### src/design/rscs_pkg.sv
// Package with register map, field positions and reset values of the block
package rscs_pkg;

   // ----------------------------------------------------------------
   // Register word addresses on the Avalon-MM slave
   // ----------------------------------------------------------------
   localparam int RSCS_ADDR_W = 2;
   localparam logic [1:0] RSCS_ADDR_CAUSE = 2'h0;
   localparam logic [1:0] RSCS_ADDR_STATUS = 2'h1;
   localparam logic [1:0] RSCS_ADDR_MASK = 2'h2;

   // ----------------------------------------------------------------
   // Field positions of reset_cause_control
   // ----------------------------------------------------------------
   localparam int RSCS_REG_W = 16;
   localparam int RSCS_BIT_POWER_ON = 0;
   localparam int RSCS_BIT_BROWN_OUT = 1;
   localparam int RSCS_BIT_IDLE = 2;
   localparam int RSCS_BIT_SLEEP = 3;
   localparam int RSCS_BIT_WATCHDOG = 4;
   localparam int RSCS_BIT_SOFT_WDT = 5;
   localparam int RSCS_BIT_INSTR = 6;
   localparam int RSCS_BIT_PIN = 7;
   localparam int RSCS_BIT_REG_STBY = 8;
   localparam int RSCS_BIT_CFG_MISM = 9;
   localparam int RSCS_BIT_ILLEGAL = 14;
   localparam int RSCS_BIT_TRAP = 15;

   // Reset value: power-on and brown-out flags set
   localparam logic [15:0] RSCS_CAUSE_RESET = 16'h0003;
   // Implemented bits; bits 13..10 read as zero
   localparam logic [15:0] RSCS_CAUSE_WMASK = 16'hc3ff;
   // Value left after a power-on event
   localparam logic [15:0] RSCS_CAUSE_POR_ONLY = 16'h0001;
   // Cause flags that also raise interrupt status
   localparam logic [15:0] RSCS_EVENT_MASK = 16'hc2d3;

   // ----------------------------------------------------------------
   // Reset source indices and the flag each one sets
   // ----------------------------------------------------------------
   localparam int RSCS_NSRC = 8;
   localparam int RSCS_SRC_POR = 0;
   localparam int RSCS_SRC_BROWN = 1;
   localparam int RSCS_SRC_PIN = 2;
   localparam int RSCS_SRC_INSTR = 3;
   localparam int RSCS_SRC_WDT = 4;
   localparam int RSCS_SRC_CFG = 5;
   localparam int RSCS_SRC_TRAP = 6;
   localparam int RSCS_SRC_ILL = 7;
   localparam int RSCS_SRC_BIT [RSCS_NSRC] = '{
      RSCS_BIT_POWER_ON, RSCS_BIT_BROWN_OUT, RSCS_BIT_PIN, RSCS_BIT_INSTR,
      RSCS_BIT_WATCHDOG, RSCS_BIT_CFG_MISM, RSCS_BIT_TRAP, RSCS_BIT_ILLEGAL};

   // Bus handshake: waitrequest idles high
   localparam logic RSCS_WAIT_IDLE = 1'b1;

endpackage : rscs_pkg

### src/design/rscs_source_merge.sv
// Merges the reset sources into one registered reset and per-source edges
module rscs_source_merge
   import rscs_pkg::*;
#(
   parameter int NSRC = RSCS_NSRC
) (
   input wire logic clk,
   input wire logic rst,
   input wire logic clk_en,
   input wire logic [NSRC-1:0] src,
   output logic any_q,
   output logic [NSRC-1:0] rise_q
);

   // ----------------------------------------------------------------
   // Combined reset
   // ----------------------------------------------------------------
   // Held while any source is high; release lands on a clock edge
   always_ff @(posedge clk) begin
      if (rst) begin
         any_q <= 1'b1;
      end else if (clk_en) begin
         any_q <= |src;
      end
   end

   // ----------------------------------------------------------------
   // Per-source rising edges
   // ----------------------------------------------------------------
   logic [NSRC-1:0] prev_q;

   // A source held high for many cycles counts as one event
   for (genvar i = 0; i < NSRC; i++) begin : g_edge
      always_ff @(posedge clk) begin
         if (rst) begin
            prev_q[i] <= 1'b0;
            rise_q[i] <= 1'b0;
         end else if (clk_en) begin
            prev_q[i] <= src[i];
            rise_q[i] <= src[i] & ~prev_q[i];
         end
      end
   end

endmodule : rscs_source_merge

### src/design/rscs_top.sv
// Reset source combiner with reset cause register and Avalon-MM slave
//
// Summary of operation
// - All reset sources merge into one output.
// - Any active source asserts the master reset.
// - Illegal opcode, uninit register, security raise illegal.
// - System reset clears the software watchdog enable, keeps other bits.
// - Every reset kind sets its own cause flag.
// - Power-on clears all flags but power-on.
// - Software may set or clear any flag.
// - Software writing flags never causes a reset.
// - Register also holds watchdog enable and sleep history.
// - Bit nine flags a configuration mismatch reset.
// - Fuse enable runs watchdog regardless of software.
// - Bit two flags that idle mode was entered.
//
// Design decisions made here: the placing of the registers and the Avalon-MM interface to the registers.
module rscs_top
   import rscs_pkg::*;
(
   input wire logic clk,
   input wire logic rst,
   input wire logic clk_en,
   // Reset sources, active high levels
   input wire logic power_on_event,
   input wire logic brown_out_event,
   input wire logic master_clear_pin,
   input wire logic reset_instruction,
   input wire logic watchdog_timeout,
   input wire logic config_mismatch,
   input wire logic trap_conflict,
   input wire logic illegal_opcode,
   input wire logic uninit_wreg,
   input wire logic security_violation,
   // Power state reports and nonvolatile setting
   input wire logic idle_entered,
   input wire logic sleep_entered,
   input wire logic fuse_watchdog_enable,
   // Avalon-MM slave
   input wire logic [RSCS_ADDR_W-1:0] address,
   input wire logic read,
   input wire logic write,
   input wire logic [31:0] writedata,
   input wire logic [3:0] byteenable,
   output logic [31:0] readdata,
   output logic waitrequest,
   // Outputs to the rest of the chip
   output logic master_system_reset,
   output logic watchdog_run,
   output logic regulator_sleep_standby,
   output logic irq
);

   // ----------------------------------------------------------------
   // Source vector and merge
   // ----------------------------------------------------------------
   logic [RSCS_NSRC-1:0] src;
   logic [RSCS_NSRC-1:0] src_rise;
   logic sys_rst_q;
   logic illegal_any;

   // Three distinct faults share one illegal-condition source
   assign illegal_any = illegal_opcode | uninit_wreg
                        | security_violation;

   // Source order follows the package indices
   assign src = {illegal_any, trap_conflict, config_mismatch,
                 watchdog_timeout, reset_instruction, master_clear_pin,
                 brown_out_event, power_on_event};

   rscs_source_merge #(
      .NSRC(RSCS_NSRC)
   ) u_merge (
      .clk(clk),
      .rst(rst),
      .clk_en(clk_en),
      .src(src),
      .any_q(sys_rst_q),
      .rise_q(src_rise)
   );

   assign master_system_reset = sys_rst_q;

   // ----------------------------------------------------------------
   // Bus handshake
   // ----------------------------------------------------------------
   logic wait_q;
   logic req;
   logic accept;
   logic wr_cause;
   logic rd_status;

   assign req = read | write;
   // A request is taken on the edge where waitrequest is already low
   assign accept = clk_en & req & ~wait_q;
   assign wr_cause = accept & write & (address == RSCS_ADDR_CAUSE);
   assign rd_status = accept & read & (address == RSCS_ADDR_STATUS);
   assign waitrequest = wait_q;

   // One wait cycle per access gives time to register the read data
   always_ff @(posedge clk) begin
      if (rst) begin
         wait_q <= RSCS_WAIT_IDLE;
      end else if (clk_en) begin
         wait_q <= ~(req & wait_q);
      end
   end

   // ----------------------------------------------------------------
   // Reset cause register
   // ----------------------------------------------------------------
   logic [RSCS_REG_W-1:0] cause_q;
   logic [RSCS_REG_W-1:0] cause_d;
   logic [RSCS_REG_W-1:0] wr_val;

   // Byte lanes 0 and 1 carry the 16-bit register
   assign wr_val = {byteenable[1] ? writedata[15:8] : cause_q[15:8],
                    byteenable[0] ? writedata[7:0] : cause_q[7:0]};

   // Later assignments win, so hardware sets override the bus write
   always_comb begin
      cause_d = cause_q;
      if (wr_cause) begin
         cause_d = wr_val & RSCS_CAUSE_WMASK;
      end
      if (sys_rst_q) begin
         // Software watchdog enable returns to off; flags are kept
         cause_d[RSCS_BIT_SOFT_WDT] = 1'b0;
      end
      if (idle_entered) begin
         cause_d[RSCS_BIT_IDLE] = 1'b1;
      end
      if (sleep_entered) begin
         cause_d[RSCS_BIT_SLEEP] = 1'b1;
      end
      for (int i = 0; i < RSCS_NSRC; i++) begin
         if (src[i]) begin
            cause_d[RSCS_SRC_BIT[i]] = 1'b1;
         end
      end
      if (src[RSCS_SRC_POR]) begin
         cause_d = RSCS_CAUSE_POR_ONLY;
      end
   end

   // Survives system reset except the software watchdog enable; only the block reset restores it
   always_ff @(posedge clk) begin
      if (rst) begin
         cause_q <= RSCS_CAUSE_RESET;
      end else if (clk_en) begin
         cause_q <= cause_d;
      end
   end

   // ----------------------------------------------------------------
   // Interrupt status and mask
   // ----------------------------------------------------------------
   logic [RSCS_REG_W-1:0] status_q;
   logic [RSCS_REG_W-1:0] status_d;
   logic [RSCS_REG_W-1:0] mask_q;
   logic [RSCS_REG_W-1:0] mask_d;
   logic [RSCS_REG_W-1:0] ev_bits;

   // Map source edges onto the cause register layout
   always_comb begin
      ev_bits = '0;
      for (int i = 0; i < RSCS_NSRC; i++) begin
         ev_bits[RSCS_SRC_BIT[i]] = src_rise[i];
      end
   end

   // Read clears, but an event in the same cycle stays set
   assign status_d = ((rd_status ? '0 : status_q) | ev_bits)
                     & RSCS_EVENT_MASK;
   assign mask_d = (accept & write & (address == RSCS_ADDR_MASK))
                   ? (writedata[15:0] & RSCS_EVENT_MASK) : mask_q;

   // Status and mask registers
   always_ff @(posedge clk) begin
      if (rst) begin
         status_q <= '0;
         mask_q <= '0;
      end else if (clk_en) begin
         status_q <= status_d;
         mask_q <= mask_d;
      end
   end

   // Level interrupt taken from next-state values to save a cycle
   always_ff @(posedge clk) begin
      if (rst) begin
         irq <= 1'b0;
      end else if (clk_en) begin
         irq <= |(status_d & mask_d);
      end
   end

   // ----------------------------------------------------------------
   // Read data
   // ----------------------------------------------------------------
   // Loaded when the wait cycle ends; unmapped words read as zero
   // Status uses its next value so an event at this edge survives the clear
   always_ff @(posedge clk) begin
      if (rst) begin
         readdata <= '0;
      end else if (clk_en && read && wait_q) begin
         unique case (address)
            RSCS_ADDR_CAUSE: readdata <= {16'h0000, cause_q};
            RSCS_ADDR_STATUS: readdata <= {16'h0000, status_d};
            RSCS_ADDR_MASK: readdata <= {16'h0000, mask_q};
            default: readdata <= '0;
         endcase
      end
   end

   // ----------------------------------------------------------------
   // Watchdog and regulator controls
   // ----------------------------------------------------------------
   // Fuse setting forces the watchdog on whatever software wrote
   always_ff @(posedge clk) begin
      if (rst) begin
         watchdog_run <= 1'b0;
         regulator_sleep_standby <= 1'b0;
      end else if (clk_en) begin
         watchdog_run <= fuse_watchdog_enable
                         | cause_d[RSCS_BIT_SOFT_WDT];
         regulator_sleep_standby <= cause_d[RSCS_BIT_REG_STBY];
      end
   end
endmodule : rscs_top

### config.mk
export PLATFORM = sky130hd
export DESIGN_NAME = rscs_top
export DESIGN_NICKNAME = d
export VERILOG_FILES = /design/src/design/rscs_pkg.sv /design/src/design/rscs_source_merge.sv /design/src/design/rscs_top.sv
export SDC_FILE = /design/constraint.sdc
export NUM_CORES = 1
export LEC_CHECK = 0
export ABC_AREA = 1
export BUFFER_PORTS_ARGS = -buffer_cell sky130_fd_sc_hd__buf_2
export CAP_MARGIN = 20
export CORE_ASPECT_RATIO = 0.7
export CORE_MARGIN = 5
export CORE_UTILIZATION = 25
export DETAILED_ROUTE_END_ITERATION = 16
export HOLD_SLACK_MARGIN = 0.05
export PLACE_DENSITY_LB_ADDON = 0.2
export SYNTH_ARGS = -nofsm -noshare
export SYNTH_HDL_FRONTEND = slang
export SYNTH_SLANG_ARGS = --single-unit
### constraint.sdc
create_clock -name clk -period 1.7 [get_ports clk]
set_clock_uncertainty 0.15 [all_clocks]
set_input_delay 0.255 -clock clk [delete_from_list [all_inputs] [get_ports clk]]
set_output_delay 0.255 -clock clk [all_outputs]
set_load 0.02 [all_outputs]
Word-level counts from Yosys, hierarchy flattened
Index checks and enable logic that the tools add are counted.
{"block": "op_classes", "eq_ne": 2, "bitwise": 32, "n_reduce_logical": 36, "muxes": 17}
{"operator": "$mux 16", "count": 4}
{"operator": "$reduce_bool 3->1", "count": 18}
{"operator": "$pmux 16 s3", "count": 1}
{"operator": "$reduce_and 3->1", "count": 10}
{"operator": "$and 1x1->1", "count": 16}
{"operator": "$and 16x16->16", "count": 1}
{"operator": "$mux 8", "count": 2}
{"operator": "$or 16x16->16", "count": 1}
{"operator": "$reduce_or 16->1", "count": 1}
{"operator": "$mux 1", "count": 10}
{"operator": "$not 1->1", "count": 10}
{"operator": "$reduce_or 8->1", "count": 1}
{"operator": "$or 1x1->1", "count": 4}
{"operator": "$reduce_bool 2->1", "count": 2}
{"operator": "$eq 2x1->1 const B", "count": 1}
{"operator": "$eq 2x2->1 const B", "count": 1}
{"operator": "$logic_and 1x1->1", "count": 2}
{"operator": "$logic_not 2->1", "count": 1}
{"operator": "$reduce_and 2->1", "count": 1}
{"block": "word_totals", "reg_bits": 93, "word_cells": 123}

Longest topological paths before layout
{"block": "logic_depth", "ltp_word": 9, "ltp_mapped": 11, "depth_no_buf": 9}

Cells and area by module
From an unflattened synthesis, not the netlist that was laid out.
{"block": "unflattened", "cells_unflattened": 447, "area_unflattened_um2": 3106.7}
{"module": "rscs_top", "instances": 1, "area_each_um2": 2452.4, "cells_each": 368}
{"module": "rscs_source_merge", "instances": 1, "area_each_um2": 654.4, "cells_each": 79}

Least setup slack after synthesis
No wires, ideal clock.
{"block": "synth_timing", "path_kind": "register to register", "start": "reg wait_q (netlist: waitrequest)", "end": "reg cause_q[4]", "setup_time_ns": 0.117, "required_ns": 1.433, "path_buffers": 0, "slack_ns": 0.199, "t_arrival_ns": 1.234, "stages_incl_launch_ff": 10, "synth_period_minus_slack_ns": 1.501, "cell_sequence": "dfxtp_1 -> inv_2 -> nand3_2 -> nor2_8 -> nand2_2 -> nand2_1 -> inv_2 -> nand2_1 -> o21ai_1 -> a21oi_1"}
{"block": "synth_between", "elab_chain_cells": 6}
{"item": "start, declared", "line": "rscs_top.sv:87", "rtl": "logic wait_q;"}
{"item": "start signal, assigned", "line": "rscs_top.sv:105", "rtl": "wait_q <= ~(req & wait_q);"}
{"item": "$not 1->1", "line": "rscs_top.sv:95", "rtl": "assign accept = clk_en & req & ~wait_q;"}
{"item": "$and 1x1->1", "line": "rscs_top.sv:95"}
{"item": "$and 1x1->1 (2 in a row)", "line": "rscs_top.sv:96", "rtl": "assign wr_cause = accept & write & (address == RSCS_ADDR_CAUSE);"}
{"item": "$reduce_bool 3->1 (no source line)"}
{"item": "$reduce_and 3->1 (no source line)"}
{"item": "end signal, assigned", "line": "rscs_top.sv:151", "rtl": "cause_q <= cause_d;"}
{"item": "end, declared", "line": "rscs_top.sv:112", "rtl": "logic [RSCS_REG_W-1:0] cause_q;"}
No other way between the ends.
A chain may end at the register's enable or synchronous reset.

Worst setup path in the final report
{"block": "layout_timing", "start": "reg wait_q (netlist: waitrequest)", "end": "reg irq"}
{"block": "layout_between", "elab_chain_cells": 8, "word_cells_on_any_way": 11, "classes_between": "mux (2); bitwise (8); reduce/logical (1)"}
{"item": "$not 1->1 (*)", "line": "rscs_top.sv:95"}
{"item": "$and 1x1->1 (*)", "line": "rscs_top.sv:95"}
{"item": "$and 1x1->1 (2 in a row)", "line": "rscs_top.sv:97", "rtl": "assign rd_status = accept & read & (address == RSCS_ADDR_STATUS);"}
{"item": "$mux 16", "line": "rscs_top.sv:173", "rtl": "assign status_d = ((rd_status ? '0 : status_q) | ev_bits)"}
{"item": "$or 16x16->16", "line": "rscs_top.sv:173"}
{"item": "$and 16x16->16 (*)", "line": "rscs_top.sv:194", "rtl": "irq <= |(status_d & mask_d);"}
{"item": "$reduce_or 16->1 (*)", "line": "rscs_top.sv:194"}
{"item": "end signal, assigned", "line": "rscs_top.sv:194"}
{"item": "end, declared", "line": "rscs_top.sv:51", "rtl": "output logic irq"}
Every way passes the cells marked *; elsewhere a longest branch is shown, timed or not.

==> flow_summary.toml <==
[power_and_ir_drop]
switching_share_pct = 23.08
cellPowerDensity_nw_per_um2 = 1140
p_int_w = 0.003272
power.total_w = 0.004253
clockPowerShare_pct = 53.2
switchingPower_w = 0.0009816
max-vdd-ir-drop_uv = 519.4
power_leakage_nw = 1.813
p_comb_share_pct = 10.6
p_seq_share_pct = 36.3

[logic_synthesis]
synth_top_area_share_pct = 41.53
synth_enable_flop_cells = 0
synth_cells = 424
synth_async_sr_flop_share_pct = 0
yosysUniqueCellTypes = 31
yosysTopAreaCell = "dfxtp_1"
synthFlopType = "dfxtp_1"
syn_area_per_cell_sq_um = 6.935
syn_area_sq_um = 2940
ys_ff_latch = 61
yosysSeqAreaShare_pct = 41.53
ys_warn_count = 0
synth.area.top_cells = "dfxtp_1, nand2_1, a21oi_1"

[timing]
worst_pin_slew_ps = 537.6
fmax_mhz = 660.0
finalSetupViolCount = 0
fin_crit_sh_pct = 89.13
finalSetupTns_ps = 0
slew_headroom_pct = 64.12
hold_viol = 0
grt_setup_unrepaired = "false"
min_period_ps = 1515
fin_ws_ps = 184.8
slew_violations = 0

[detailed_routing]
routedWlPerCell_um = 13.42
drtIter0Drc = 151
dr_total_vias = 2768
viasPerCell = 4.298
routed_wl_um = 8642
drcViolationCount = 0
wl_met1_um = 4572
drtAntennaViolNets = 0
drt_first_pass_iters = 4
wl_met3_um = 521
wl_met2_um = 3501
dr.max_layer_used = "met4"

[floorplan]
core.rowCount = 33
ioPinCount = 93
start_util_pct = 25.34
die_width_um = 139.6
die_height_um = 100.7
dieArea_sq_um = 14060
core_sq_um = 11600

[clocking]
clock_sinks = 61
clock_latency_ps = 330
cts_max_level = 3
clk_pin_slew_worst_paths_ps = 50
cts_buffer_depth = 2
cts_buffers = 9
cts_tree = "done"
cts_root_buffer = "clkbuf_16"

[setup_path]
startpoint_type = "flop"
crit_type = "flop to flop"
end_kind = "flop"
worstPathArrival_ps = 1580
required_ps = 1760
path_max_fanout = 11

[run_status]
status = "finished, final reports clean"

[job]
drv_cap = 0

[cells_and_area]
n_antenna_cell = 0
drive_above_1_share_pct = 21.77
nets = 538
final_cells = 644
area_delta_synth_final_pct = 26.94
final_common_cell = "nand2_1"
layout_common_cells = "nand2_1, dfxtp_1, buf_2, inv_1, a21oi_1"

[placed_design]
port_buffers = 54
gp_congestion = 0.8414
dpl.cell_count = 627
dpl.hpwl_um = 6553
place_ws_ps = -14.25

[grt]
grt_pass1_vias = 2645
grt.total_usage_pct = 12.54
gr-total-overflow = 0
antenna_found_initial = 0
grt_max_degree = 46
grt_pass1_wl_um = 13790

[min_path]
hp-class = "input pin to flop"
final timing paths:
path                                   from                             end  slack [ps]  depth (start not counted)
min                            writedata[8]         cause_q[8]$_SDFFE_PP0P_          70                          3
max reg2reg        waitrequest$_SDFFE_PP1P_                irq$_SDFFE_PP0P_         180                          8
max                waitrequest$_SDFFE_PP1P_                irq$_SDFFE_PP0P_         180                          8
min reg2reg  u_merge.prev_q[6]$_SDFFE_PP0P_  u_merge.prev_q[6]$_SDFFE_PP0P_         310                          2
synthesized netlist by cell type (2+ instances only):
cell,instances
a21oi_1,38
a2bb2oi_1,6
buf_2,3
buf_4,21
clkbuf_1,10
dfxtp_1,61
inv_1,38
inv_2,5
nand2_1,124
nand2_2,4
nand3_1,32
nand4_1,3
nor2_1,33
nor2_4,3
o211ai_1,2
o21ai_0,13
o21ai_1,9
o21ai_2,6
state kept, by name, summed over array words and instances (netlist names):
signal	flops
cause_q	12
irq	1
mask_q	8
readdata	13
status_q	8
u_merge.any_q	1
u_merge.prev_q	8
u_merge.rise_q	8
waitrequest	1
watchdog_run	1
worst max-delay path: stages (launching register included):
cell and delay [ps]:
dfxtp_2 360, nor2_4 130, nand2_2 200, nand2_1 150
nand2_1 60, nand2_1 60, nand3_1 90, nor2_1 140
a21oi_1 70
per-stage QoR:
step / hold slack, ps / area [sq um] / util [%]
2_1_floorplan: 265.1 / 2997 / -
3_3_place_gp: 291.4 / 3348 / 28.86
3_5_place_dp: 301.3 / 3348 / 28.86
4_1_cts: 57.96 / 3731 / 32.16
5_1_grt: 82.06 / 3732 / 32.17
6_report: 67.19 / 3732 / 32.17
routing by layer:
| metal | track usage (%) | up-vias |
|---|---|---|
| met5 | 0 | - |
| met4 | 2.234 | 0 |
| met3 | 3.793 | 4 |
| met2 | 17.93 | 79 |
| met1 | 18.71 | 1240 |
| li1 | - | 1445 |
repair_timing:
action / CTS / global route
hold buffers: 1 / 0
endpoints found under the setup margin: 0 / 3
buffers inserted: 0 / 0
resized for setup: 0 / 1
endpoints found under the hold margin: 1 / 0
cell type report:
| cell class | count | area (sq um) |
|---|---|---|
| repair buffers | 68 | 390.4 |
| flip-flops and latches | 61 | 1222 |
| multi-input cells | 298 | 1385 |
| well taps | 157 | 196.4 |
| inverters | 44 | 165.2 |
| fillers | 1267 | 7870 |
| clock buffers | 10 | 239.0 |
| clock inverters | 6 | 133.9 |
kinds of logic (layout without fill, tap and decap cells):
family	after synthesis	in the layout	share of synthesized area, %
and+or+nand+nor	205	205	30.00
buffers and inverters	80	128	13.28
AOI/OAI and AO/OA	77	77	15.06
DFF	61	61	41.53
other	1	16	0.1275
power by group through the flow:
stage / registers, W / logic, W / clock network (W)
floorplan: 0.00158 / 0.000307 / 0
global placement: 0.00157 / 0.000449 / 0
detailed placement: 0.00157 / 0.000451 / 0
CTS: 0.00154 / 0.000455 / 0.00231
global route: 0.00155 / 0.000509 / 0.00238
finish: 0.00154 / 0.000449 / 0.00226
Power figures use the tool's default switching activity.
